`src/gple_consts.svh`:
```
`ifndef GPLE_CONSTS_SVH
`define GPLE_CONSTS_SVH

// register indices; byte address is four times the index
`define GPLE_IDX_LEVEL_LOW_CFG 8'h57
`define GPLE_IDX_LEVEL_HIGH_CFG 8'h58
`define GPLE_IDX_SPARE 8'h59
`define GPLE_IDX_CHECKSUM 8'h7E

// field positions
`define GPLE_TB_MSB 15
`define GPLE_TB_LSB 14
`define GPLE_HC_MSB 13
`define GPLE_HC_LSB 7
`define GPLE_LC_MSB 6
`define GPLE_LC_LSB 0

// reset values
`define GPLE_RST_LEVEL_LOW_CFG 16'h007F
`define GPLE_RST_LEVEL_HIGH_CFG 16'h3F80
`define GPLE_RST_SPARE 16'h5555
`define GPLE_RST_CHECKSUM 16'h0000

// time base lengths in master clocks
`define GPLE_TB_CLKS_0 11'h010
`define GPLE_TB_CLKS_1 11'h040
`define GPLE_TB_CLKS_2 11'h100
`define GPLE_TB_CLKS_3 11'h400

// bus responses
`define GPLE_RESP_OKAY 2'h0
`define GPLE_RESP_SLVERR 2'h2

`endif

```
`src/gple_pkg.sv`:
```
`default_nettype none
package gple_pkg;

  typedef enum logic {
    GPLE_PH_RUN,
    GPLE_PH_STATIC
  } gple_mode_t;

  typedef struct packed {
    // bus side
    logic awready;
    logic wready;
    logic aw_held;
    logic w_held;
    logic [7:0] aw_idx;
    logic [15:0] w_data;
    logic [1:0] w_strb;
    logic bvalid;
    logic [1:0] bresp;
    logic arready;
    logic rvalid;
    logic [31:0] rdata;
    logic [1:0] rresp;
    // registers
    logic [15:0] level_low_cfg;
    logic [15:0] level_high_cfg;
    logic [15:0] spare_check_word;
    logic [15:0] map_section_one_checksum;
    // waveform engine
    logic [10:0] pre_cnt;
    logic [7:0] tick_cnt;
    logic [6:0] cur_hc;
    logic [6:0] cur_lc;
    gple_mode_t mode;
    logic last_level;
    logic pin_out;
  } gple_state_t;

endpackage
`default_nettype wire

```
`src/gple_encoder.sv`:
```
// Chosen here: the AXI4-Lite interface to the registers.
`timescale 1ns/1ps
`default_nettype none
`include "gple_consts.svh"

module gple_encoder (
  // clock and reset
  input wire logic aclk,
  input wire logic aresetn,
  // write address channel
  input wire logic [31:0] s_axi_awaddr,
  input wire logic s_axi_awvalid,
  output logic s_axi_awready,
  // write data channel
  input wire logic [31:0] s_axi_wdata,
  input wire logic [3:0] s_axi_wstrb,
  input wire logic s_axi_wvalid,
  output logic s_axi_wready,
  // write response channel
  output logic [1:0] s_axi_bresp,
  output logic s_axi_bvalid,
  input wire logic s_axi_bready,
  // read address channel
  input wire logic [31:0] s_axi_araddr,
  input wire logic s_axi_arvalid,
  output logic s_axi_arready,
  // read data channel
  output logic [31:0] s_axi_rdata,
  output logic [1:0] s_axi_rresp,
  output logic s_axi_rvalid,
  input wire logic s_axi_rready,
  // pin side
  input wire logic pin_level,
  output logic fourth_io_overcurrent_pin
);

  // ==========================================================
  // helpers
  // ==========================================================
  function automatic logic idx_known(input logic [7:0] idx);
    idx_known = (idx == `GPLE_IDX_LEVEL_LOW_CFG) || (idx == `GPLE_IDX_LEVEL_HIGH_CFG) ||
                (idx == `GPLE_IDX_SPARE) || (idx == `GPLE_IDX_CHECKSUM);
  endfunction

  function automatic logic [15:0] merge(input logic [15:0] old, input logic [15:0] val,
                                        input logic [1:0] strb);
    merge = {strb[1] ? val[15:8] : old[15:8], strb[0] ? val[7:0] : old[7:0]};
  endfunction

  function automatic logic [10:0] tb_clks(input logic [1:0] sel);
    case (sel)
      2'h0: tb_clks = `GPLE_TB_CLKS_0;
      2'h1: tb_clks = `GPLE_TB_CLKS_1;
      2'h2: tb_clks = `GPLE_TB_CLKS_2;
      default: tb_clks = `GPLE_TB_CLKS_3;
    endcase
  endfunction

  gple_pkg::gple_state_t st_reg;
  gple_pkg::gple_state_t st_next;

  // ==========================================================
  // next state
  // ==========================================================
  always_comb begin
    logic [7:0] ar_idx;
    logic [15:0] rd_val;
    logic tick;
    logic boundary;
    logic [7:0] period;
    logic [6:0] hc;
    logic [6:0] lc;
    ar_idx = s_axi_araddr[9:2];
    rd_val = 16'h0000;
    tick = 1'b0;
    boundary = 1'b0;
    period = 8'h00;
    hc = 7'h00;
    lc = 7'h00;
    st_next = st_reg;

    // write address and data, taken in either order
    if (s_axi_awvalid && st_reg.awready) begin
      st_next.aw_held = 1'b1;
      st_next.aw_idx = s_axi_awaddr[9:2];
      st_next.awready = 1'b0;
    end
    if (s_axi_wvalid && st_reg.wready) begin
      st_next.w_held = 1'b1;
      st_next.w_data = s_axi_wdata[15:0];
      st_next.w_strb = s_axi_wstrb[1:0];
      st_next.wready = 1'b0;
    end
    if (st_reg.aw_held && st_reg.w_held && !st_reg.bvalid) begin
      st_next.aw_held = 1'b0;
      st_next.w_held = 1'b0;
      st_next.bvalid = 1'b1;
      st_next.bresp = idx_known(st_reg.aw_idx) ? `GPLE_RESP_OKAY : `GPLE_RESP_SLVERR;
      case (st_reg.aw_idx)
        `GPLE_IDX_LEVEL_LOW_CFG: begin
          st_next.level_low_cfg = merge(st_reg.level_low_cfg, st_reg.w_data,
                                        st_reg.w_strb);
        end
        `GPLE_IDX_LEVEL_HIGH_CFG: begin
          st_next.level_high_cfg = merge(st_reg.level_high_cfg, st_reg.w_data,
                                         st_reg.w_strb);
          st_next.level_high_cfg[15:14] = 2'h0;
        end
        `GPLE_IDX_SPARE: begin
          st_next.spare_check_word = merge(st_reg.spare_check_word, st_reg.w_data,
                                           st_reg.w_strb);
        end
        `GPLE_IDX_CHECKSUM: begin
          st_next.map_section_one_checksum = merge(st_reg.map_section_one_checksum,
                                                   st_reg.w_data, st_reg.w_strb);
        end
        default: begin
        end
      endcase
    end
    if (st_reg.bvalid && s_axi_bready) begin
      st_next.bvalid = 1'b0;
      st_next.awready = 1'b1;
      st_next.wready = 1'b1;
    end

    // read channel
    if (s_axi_arvalid && st_reg.arready) begin
      case (ar_idx)
        `GPLE_IDX_LEVEL_LOW_CFG: rd_val = st_reg.level_low_cfg;
        `GPLE_IDX_LEVEL_HIGH_CFG: rd_val = st_reg.level_high_cfg;
        `GPLE_IDX_SPARE: rd_val = st_reg.spare_check_word;
        `GPLE_IDX_CHECKSUM: rd_val = st_reg.map_section_one_checksum;
        default: rd_val = 16'h0000;
      endcase
      st_next.rdata = {16'h0000, rd_val};
      st_next.rresp = idx_known(ar_idx) ? `GPLE_RESP_OKAY : `GPLE_RESP_SLVERR;
      st_next.rvalid = 1'b1;
      st_next.arready = 1'b0;
    end
    if (st_reg.rvalid && s_axi_rready) begin
      st_next.rvalid = 1'b0;
      st_next.arready = 1'b1;
    end

    // time base prescaler
    if (st_reg.pre_cnt >= tb_clks(st_reg.level_low_cfg[`GPLE_TB_MSB:`GPLE_TB_LSB]) - 11'h001) begin
      tick = 1'b1;
      st_next.pre_cnt = 11'h000;
    end else begin
      st_next.pre_cnt = st_reg.pre_cnt + 11'h001;
    end

    // waveform engine
    period = {1'b0, st_reg.cur_hc} + {1'b0, st_reg.cur_lc};
    if (tick) begin
      if (st_reg.mode == gple_pkg::GPLE_PH_STATIC || st_reg.tick_cnt + 8'h01 >= period) begin
        boundary = 1'b1;
      end else begin
        st_next.tick_cnt = st_reg.tick_cnt + 8'h01;
      end
    end
    st_next.last_level = pin_level;
    if (pin_level != st_reg.last_level) begin
      boundary = 1'b1;
      st_next.pre_cnt = 11'h000;
    end
    if (boundary) begin
      // counts sampled only here, so a write to the counts never cuts a period short
      if (pin_level) begin
        hc = st_reg.level_high_cfg[`GPLE_HC_MSB:`GPLE_HC_LSB];
        lc = st_reg.level_high_cfg[`GPLE_LC_MSB:`GPLE_LC_LSB];
      end else begin
        hc = st_reg.level_low_cfg[`GPLE_HC_MSB:`GPLE_HC_LSB];
        lc = st_reg.level_low_cfg[`GPLE_LC_MSB:`GPLE_LC_LSB];
      end
      st_next.cur_hc = hc;
      st_next.cur_lc = lc;
      st_next.tick_cnt = 8'h00;
      st_next.mode = (hc == 7'h00 || lc == 7'h00) ? gple_pkg::GPLE_PH_STATIC
                                                  : gple_pkg::GPLE_PH_RUN;
    end
    if (st_next.cur_hc == 7'h00) begin
      st_next.pin_out = 1'b0;
    end else if (st_next.cur_lc == 7'h00) begin
      st_next.pin_out = 1'b1;
    end else begin
      st_next.pin_out = st_next.tick_cnt < {1'b0, st_next.cur_hc};
    end
  end

  // ==========================================================
  // state register
  // ==========================================================
  always_ff @(posedge aclk) begin
    if (!aresetn) begin
      st_reg <= '0;
      st_reg.awready <= 1'b1;
      st_reg.wready <= 1'b1;
      st_reg.arready <= 1'b1;
      st_reg.level_low_cfg <= `GPLE_RST_LEVEL_LOW_CFG;
      st_reg.level_high_cfg <= `GPLE_RST_LEVEL_HIGH_CFG;
      st_reg.spare_check_word <= `GPLE_RST_SPARE;
      st_reg.map_section_one_checksum <= `GPLE_RST_CHECKSUM;
      st_reg.mode <= gple_pkg::GPLE_PH_STATIC;
    end else begin
      st_reg <= st_next;
    end
  end

  assign s_axi_awready = st_reg.awready;
  assign s_axi_wready = st_reg.wready;
  assign s_axi_bvalid = st_reg.bvalid;
  assign s_axi_bresp = st_reg.bresp;
  assign s_axi_arready = st_reg.arready;
  assign s_axi_rvalid = st_reg.rvalid;
  assign s_axi_rdata = st_reg.rdata;
  assign s_axi_rresp = st_reg.rresp;
  assign fourth_io_overcurrent_pin = st_reg.pin_out;

endmodule

`default_nettype wire

```
`config.mk`:
```
export PLATFORM = sky130hd
export DESIGN_NAME = gple_encoder
export DESIGN_NICKNAME = d
export VERILOG_FILES = /design/src/gple_pkg.sv /design/src/gple_encoder.sv
export VERILOG_INCLUDE_DIRS = /design/src
export SDC_FILE = /design/constraint.sdc
export NUM_CORES = 1
export LEC_CHECK = 0
export BUFFER_PORTS_ARGS = -buffer_cell sky130_fd_sc_hd__clkbuf_2
export CAP_MARGIN = 20
export CORE_ASPECT_RATIO = 1.75
export CORE_MARGIN = 2
export CORE_UTILIZATION = 60
export DETAILED_ROUTE_END_ITERATION = 10
export GPL_ROUTABILITY_DRIVEN = 0
export PLACE_DENSITY = 0.92
export SLEW_MARGIN = 20
export SYNTH_ARGS = -nofsm -noshare
export SYNTH_HDL_FRONTEND = slang
export SYNTH_SLANG_ARGS = --single-unit
```
`constraint.sdc`:
```
create_clock -name aclk -period 7.92 [get_ports aclk]
set_clock_uncertainty 0.15 [all_clocks]
set_input_delay 0.396 -clock aclk [delete_from_list [all_inputs] [get_ports aclk]]
set_output_delay 0.396 -clock aclk [all_outputs]
set_load 0.02 [all_outputs]
```
## Word level (Yosys, flattened, before mapping)

Cells that the tools add are included.

- Bits of input ports: 108
- Logic and storage cells: 98
- Flip-flop bits (word level): 151

- Reduce and logical (&&, ||, !) cells: 34
- $add $sub $neg: 4
- $lt $le $gt $ge: 3
- Equal/unequal tests: 11
- Bitwise logic cells: 1
- Mux-type cells: 17

Operators with widths:

| operator | number |
|---|---|
| 8-bit by 7-bit == test with 1-bit output (second input constant) | 8 |
| 16-bit one-hot mux with 4 select lines | 1 |
| 11-bit one-hot mux with 3 select lines | 1 |
| 7-bit logical NOT | 4 |
| 7-bit 2-to-1 mux | 4 |
| 3-bit AND reduction | 8 |
| 23-bit 2-to-1 mux | 1 |
| 8-bit 2-to-1 mux | 2 |
| 11-bit by 1-bit adder with 11-bit output (second input constant) | 1 |
| 11-bit greater-or-equal comparator | 1 |
| 11-bit by 1-bit subtractor with 11-bit output (second input constant) | 1 |
| 7-bit by 7-bit adder with 8-bit output | 1 |
| 8-bit by 1-bit adder with 8-bit output (second input constant) | 1 |
| 8-bit greater-or-equal comparator | 1 |
| 1-bit logical OR | 8 |
| 8-bit by 7-bit < comparator with 1-bit output | 1 |
| 2-bit OR reduction | 4 |
| 1-bit logical AND | 7 |
| 1-bit 2-to-1 mux | 6 |
| 2-bit 2-to-1 mux | 2 |
| 3-bit OR reduction | 1 |
| 2-bit by 1-bit == test with 1-bit output (second input constant) | 1 |
| 2-bit == test (second input constant) | 1 |
| 2-bit logical NOT | 1 |
| 3 further kinds | 3 |

## Logic depth before layout (Yosys ltp)

Gate-level depths: netlist of run 1.

- Depth after elaboration: 14
- Depth in mapped cells: 22
- Gate-level depth less buffers: 22

## Worst setup path before layout of run 1

No wires, ideal clock.

- Path kind: register to register
- Start: reg st_reg[3] (netlist bit)
- End: reg st_reg (netlist bit fourth_io_overcurrent_pin)
- Arrival: 4.503 ns
- Cell stages (with the launch flop): 22
- Setup time: 0.084 ns
- Path slack: 3.182 ns
- Required time: 7.686 ns
- Cells stage by stage: dfxtp_1 -> ha_1 -> fa_1 -> a21oi_1 -> nor2_1 -> nor2_1 -> o21bai_1 -> a21oi_1 -> xor2_1 -> ha_1 -> a21o_1 -> a211o_4 -> a211oi_4 -> nor2_4 -> mux2i_1 -> ha_1 -> a211o_1 -> nor2b_1 -> a211oi_1 -> nor4b_1 -> a211oi_1 -> o31ai_2

- Word-level cells in the longest chain between the ends: 9
- Elaborated cells on any way between the ends: 14
- Those cells by class: 1 x add/sub; 2 x order compare; 7 x mux; 4 x reduce/logical

Ends and longest elaborated chain:

| element | RTL line | source |
|---|---|---|
| from (decl) | gple_encoder.sv:59 | `gple_pkg::gple_state_t st_reg;` |
| from (signal assigned) | gple_encoder.sv:207 | `st_reg <= st_next;` |
| 7-bit by 7-bit adder with 8-bit output | gple_encoder.sv:155 | `period = {1'b0, st_reg.cur_hc} + {1'b0, st_reg.cur_lc};` |
| 8-bit greater-or-equal comparator | gple_encoder.sv:157 | `if (st_reg.mode == gple_pkg::GPLE_PH_STATIC \|\| st_reg.tick_cnt + 8'h01 >= period) begin` |
| 1-bit logical OR | gple_encoder.sv:157 |  |
| 1-bit 2-to-1 mux | gple_encoder.sv:157 |  |
| 1-bit 2-to-1 mux | gple_encoder.sv:156 | `if (tick) begin` |
| 1-bit 2-to-1 mux | gple_encoder.sv:164 | `if (pin_level != st_reg.last_level) begin` |
| 23-bit 2-to-1 mux * | gple_encoder.sv:168 | `if (boundary) begin` |
| 8-bit by 7-bit < comparator with 1-bit output, or another cell as far along | gple_encoder.sv:188 | `st_next.pin_out = st_next.tick_cnt < {1'b0, st_next.cur_hc};` |
| 1-bit 2-to-1 mux or 2-bit OR reduction (tied branches) | n/a |  |

Every way passes the cells marked *; elsewhere a longest branch is shown, timed or not.
A chain may end at the register's enable or synchronous reset.

## Final worst setup path of run 1

Same ends and word-level chain as after synthesis.

==> qor.yml, run 1 <==
status: "finished, final reports clean"
netlist.area_leader.share_pct: 39.5
rsz0062_at_grt: "no"
drt-pass1-iter-count: 7
min_path_type: "in2reg"
clock_sinks: 149
ff2ff_path_depth: 21
detail-route-antenna-nets: 0
fmax_ghz: 0.176
synth_most_common_cell: "dfxtp_1"
required_ns: 8.09
yosys-top-cells-area: "dfxtp_1, mux2i_1, nand2_1, ha_1, buf_4"
postPlaceCellArea_um2: 7740
critPathLaunch: "st_reg[3]"
crit_type: "reg2reg"
ir_worst_vdd_mv: 0.190
diodes: 0
seq_area_frac_synth_pct: 39.5
areaGrowthSynthToFinish_pct: 10.6
final_util_pct: 67.7
die_w_um: 88.9
chipHeight_um: 153
critPathCapture: "fourth_io_overcurrent_pin"
synth.avg_cell_area_um2: 9.43
final_max_slew_viol_count: 0
largest_reg_flops: 125
use_met2_pct: 47.7
p_per_area_nw_per_um2: 218
grt_antenna_before_repair: 0
grt_pass1_wl_um: 29800
synth.largest_area_cell: "dfxtp_1"
fin_setup_tns_ns: 0
clock_path_buffers: 2
startpoint_type: "flip-flop"
r2r_slack_ns: 2.25
top_usage_layer: "met2"
grt_use_met3_pct: 5.36
final_nets: 970
wl_um: 18200
leakage_nw: 3.62
drive_gt1_share_pct: 15.0
hpwl_um: 12300
finalCritPeriodShare_pct: 71.7
yosysWarnings: 0
first_iter_violations: 481
numCtsBuffers: 17
synth_edf_count: 0
fillers: 898
h-tree-depth: 4
multi_input_area_um2: 4170
async_reset_ff_share_pct: 0
num_vias: 6084
clockRootBuffer: "clkbuf_16"
synth_seq_cells: 149
track_usage_pct: 27.9
synth-main-ff-cell: "dfxtp_1"
worstSetupEndpointType: "flip-flop"
hold_viol_final: 0
cap_violations: 0
first_global_vias: 6199
avgViaCountPerCell: 6.01
core-area_um2: 12400
r2r_end: "fourth_io_overcurrent_pin"
finalPower_mw: 1.83
worst_pin_slew_ns: 0.978
r2r-start: "st_reg[3]"
start_util_pct: 61.2
crit_arrival_ns: 5.85
ios: 150
clk_latency_ns: 0.42
clk_pin_slew_ns: 0.06
path_max_fanout: 27
synthDistinctLibCells: 63
drc: 0
postCtsHoldBufs: 0
grtUsageMet1_pct: 30.5
synthCells: 802
min_period_ns: 5.67
relSlewSlack_pct: 34.6
fin_area_um2: 8370
setup_viol: 0
die_area_um2: 13600
rows: 54
holdCritStartpoint: "s_axi_wvalid"
synthTopCellsByCount: "dfxtp_1, nand2_1, mux2i_1"
syn_area_um2: 7560
ctsResizeCount: 0
cts_tree: "built"
portBuffers: 65
grt_max_degree: 72
seq_area_um2: 2980
overflow: 0
wl_per_cell_um: 17.9
post-cts-setup-buffers: 0
## power breakdown
part	internal (mW)	leakage [nW]	switching (mW)	total (mW)
sequential	0.776	1.21	0.0275	0.803
combinational	0.0718	2.12	0.115	0.187
clock	0.521	0.292	0.315	0.836
total	1.37	3.62	0.457	1.83
## layout make-up
type | count | area share, %
multi-input combinational | 586 | 49.8
sequential | 149 | 35.7
clock buffer | 21 | 5.62
timing repair buffer | 68 | 4.19
tap | 168 | 2.51
clock inverter | 11 | 1.76
inverter | 10 | 0.449
## worst min-delay path by stage
stage	slack, ns	end	cells after the start
detailed placement	0.31	st_reg[161]	2
global route	0.05	st_reg[151]	3
floorplan	0.28	st_reg[25]	1
finish	0.03	s_axi_wready	2
global placement	0.29	st_reg[25]	1
CTS	0.02	s_axi_wready	2
## metrics by stage
stage	hold WS, ns	std cells	setup slack [ns]
floorplan	0.276	819	3.18
CTS	0.0245	1013	2.33
detailed placement	0.309	981	2.44
finish	0.0301	1013	2.25
global route	0.0548	1013	1.97
global placement	0.292	981	2.66
## layer usage
metal / up-vias / wire length, um
met5: - / 0
met4: 0 / 848
met3: 74 / 1020
met2: 268 / 9490
met1: 2884 / 6800
li1: 2858 / -
## logic make-up (layout without fill, tap and decap cells)
logic type                 count (synthesis)  in the layout  synth area share, %
and+or+nand+nor                          279            279                 19.3
DFF                                      149            149                 39.5
adders and majority gates                 30             30                 5.06
other                                      1             18               0.0496
buffers and inverters                     84            110                 6.35
xor gates and xnor gates                  26             26                 3.26
AOI/OAI and AO/OA                        156            156                 16.2
muxes                                     77             77                 10.3
## critical path: stages (launching register included)
cell      delay [ns]
dfxtp_1         0.34
ha_1            0.24
fa_1            0.41
a21oi_1         0.16
nor2_1          0.06
nor2_1          0.16
o21bai_1        0.09
a21oi_1         0.19
xor2_1          0.17
ha_1            0.27
a21o_1          0.20
a211o_4         0.37
a211oi_4        0.38
nor2_4          0.24
mux2i_1         0.20
ha_1            0.36
a211o_1         0.32
nor2b_1         0.14
a211oi_1        0.37
nor4b_1         0.36
a211oi_1        0.13
o31ai_2         0.26
## layout by cell type, fill, tap and decap left out, types with 4 or more instances in the layout
master | netlist | layout
o21ai_0 | 7 | 7
a22oi_1 | 28 | 28
nor2_1 | 36 | 34
nor4_1 | 7 | 7
clkbuf_16 | 0 | 17
a211oi_1 | 6 | 6
inv_1 | 10 | 10
nand3_1 | 28 | 28
and3_1 | 9 | 9
mux2i_1 | 71 | 71
nor2b_1 | 41 | 41
a21oi_1 | 15 | 15
dfxtp_1 | 149 | 149
clkbuf_2 | 0 | 64
clkinvlp_4 | 0 | 4
xor2_1 | 15 | 15
ha_1 | 29 | 29
conb_1 | 1 | 18
o211ai_1 | 15 | 15
buf_4 | 36 | 4
and2_1 | 6 | 6
a21boi_0 | 32 | 32
o211a_1 | 27 | 27
nor3_1 | 9 | 9
nand2_1 | 111 | 111
mux2_2 | 6 | 6
nor2_2 | 2 | 4
xnor2_1 | 10 | 10
Power figures use the tool's default switching activity.
==> run 2: changes to the inputs <==
CORE_UTILIZATION = 50   (was 60)
PLACE_DENSITY = 0.82   (was 0.92)
clock period = 4.65 ns   (was 7.92 ns; I/O delays follow)
==> qor.yml, run 2 (synthesis results as in run 1) <==
areaGrowthSynthToFinish_pct: 22.9  # was 10.6%
cts_tree: "built"  # unchanged
h-tree-depth: 4  # unchanged
final_nets: 1056  # was 970
dp_cells: 1025  # was 981
largest_reg_flops: 125  # unchanged
hpwl_um: 12600  # was 12300 um
first_global_vias: 6199  # unchanged
hold_viol_final: 0  # unchanged
fmax_ghz: 0.206  # was 0.176 GHz
die_w_um: 97.0  # was 88.9 um
crit_type: "reg2reg"  # unchanged
grt_antenna_before_repair: 0  # unchanged
num_vias: 6382  # was 6084
diodes: 0  # unchanged
cap_violations: 0  # unchanged
rsz0062_at_grt: "yes"  # was no
chipHeight_um: 167  # was 153 um
required_ns: 4.82  # was 8.09 ns
numCtsBuffers: 17  # unchanged
path_max_fanout: 7  # was 27
die_area_um2: 16200  # was 13600 um2
violations: "negative setup slack"
overflow: 0  # unchanged
fin_setup_tns_ns: -0.209  # was 0 ns
drc: 0  # unchanged
final_cell_mix: "dfxtp_1, nand2_1, mux2i_1"  # unchanged
clk_pin_slew_ns: 0.06  # about the same
startpoint_type: "flip-flop"  # unchanged
crit_arrival_ns: 5.03  # was 5.85 ns
final_common_cell: "dfxtp_1"  # unchanged
start_util_pct: 51.0  # was 61.2%
worst_pin_slew_ns: 0.922  # was 0.978 ns
drive_gt1_share_pct: 21.9  # was 15.0%
finalCritPeriodShare_pct: 104  # was 71.7%
first_iter_violations: 411  # was 481
clock_sinks: 149  # unchanged
setup_viol: 1  # was 0
wl_per_cell_um: 17.4  # was 17.9 um
grt_max_degree: 94  # was 72
core-area_um2: 14800  # was 12400 um2
final_util_pct: 62.6  # was 67.7%
worstSetupEndpointType: "flip-flop"  # unchanged
ir_worst_vdd_mv: 0.265  # was 0.190 mV
ios: 150  # unchanged
rows: 59  # was 54
drt-pass1-iter-count: 5  # was 7
clk_latency_ns: 0.42  # about the same
track_usage_pct: 22.8  # was 27.9%
holdWs_ns: 0.0160  # was 0.0301 ns
relSlewSlack_pct: 38.4  # was 34.6%
fillers: 1136  # was 898
clockRootBuffer: "clkbuf_16"  # unchanged
grt_pass1_wl_um: 30100  # was 29800 um
avgViaCountPerCell: 5.73  # was 6.01
min_path_type: "in2reg"  # unchanged
final_cells: 1113  # was 1013
final_max_slew_viol_count: 0  # unchanged
wl_um: 19300  # was 18200 um
status: "finished with violations"  # was finished, final reports clean
detail-route-antenna-nets: 0  # unchanged
clock_path_buffers: 2  # unchanged
min_period_ns: 4.86  # was 5.67 ns
leakage_nw: 4.05  # was 3.62 nW
portBuffers: 65  # unchanged
worst_slack_ns: -0.209  # was 2.25 ns
p_per_area_nw_per_um2: 352  # was 218 nW/um2
## run 2: cell count changes in the layout (fill, tap and decap cells not counted), moves of 4 or more
cell           before  now
a211oi_1            6    2
a211oi_2            0    4
buf_4               4   58
dlygate4sd3_1       0   31
ha_1               29   25
mux2i_1            71   66
## run 2: routing by layer
metal	track usage [%]	vias to the layer above	share of wire, %
met5	0	-	0
met4	12.8	0	5.0
met3	3.90	77	4.1
met2	42.7	217	53
met1	23.5	3050	38
li1	-	3038	-
## run 2: area by class of cell
class                           instances  area [um2]  area share [%]
Multi-Input combinational cell        586        4330            46.6
Sequential cell                       149        2990            32.1
Clock buffer                           19         433            4.66
Clock inverter                         12         203            2.18
Tap cell                              183         229            2.46
Timing Repair Buffer                  154        1080            11.6
Inverter                               10        37.5           0.404
## run 2: timing repair
item                                    in CTS  in global routing
hold buffers                                31                  0
hold endpoints to repair                    30                  0
endpoints found under the setup margin       1                  2
setup buffers                               15                 11
pin swaps                                   12                 20
resized for setup                            9                 23
## run 2: path summary, 6_finish.rpt
path                                    start                         to  slack (ns)  cells after the start
worst max-delay path               st_reg[10]  fourth_io_overcurrent_pin       -0.21                     23
worst min-delay path            s_axi_arvalid             s_axi_rresp[1]        0.02                      4
worst max register to register     st_reg[10]  fourth_io_overcurrent_pin       -0.21                     23
worst min register to register     st_reg[25]                 st_reg[25]        0.31                      1
## run 2: power by group
part / switching [mW] / internal (mW)
sequential: 0.0452 / 1.32
combinational: 0.229 / 0.192
clock: 0.530 / 0.952
total: 0.804 / 2.47
## run 2: critical path, cell delays in order, from the launching register on
cell	delay, ns
dfxtp_2	0.33
ha_4	0.17
fa_2	0.36
a21oi_2	0.14
nor2_1	0.05
nor2_1	0.15
o21bai_1	0.09
a21oi_1	0.17
xor2_1	0.19
ha_1	0.27
a21o_1	0.17
a211o_4	0.36
a21oi_4	0.22
buf_4	0.16
nand3_1	0.10
xor2_2	0.19
nor2_1	0.16
ha_1	0.31
o2111ai_4	0.14
nor2b_4	0.07
a211oi_2	0.22
nor4b_4	0.27
a211oi_2	0.08
o31ai_2	0.24
## run 2: metrics by stage
| step | worst slack (ns) | power (mW) | instance area (um2) |
|---|---|---|---|
| 4_1_cts | -0.140 | 3.24 | 9080 |
| 2_1_floorplan | 0.00220 | 1.64 | 7630 |
| 5_1_grt | -0.293 | 3.38 | 9290 |
| 6_report | -0.209 | 3.27 | 9290 |
| 3_5_place_dp | -0.247 | 1.74 | 7990 |
| 3_3_place_gp | -0.166 | 1.73 | 7980 |
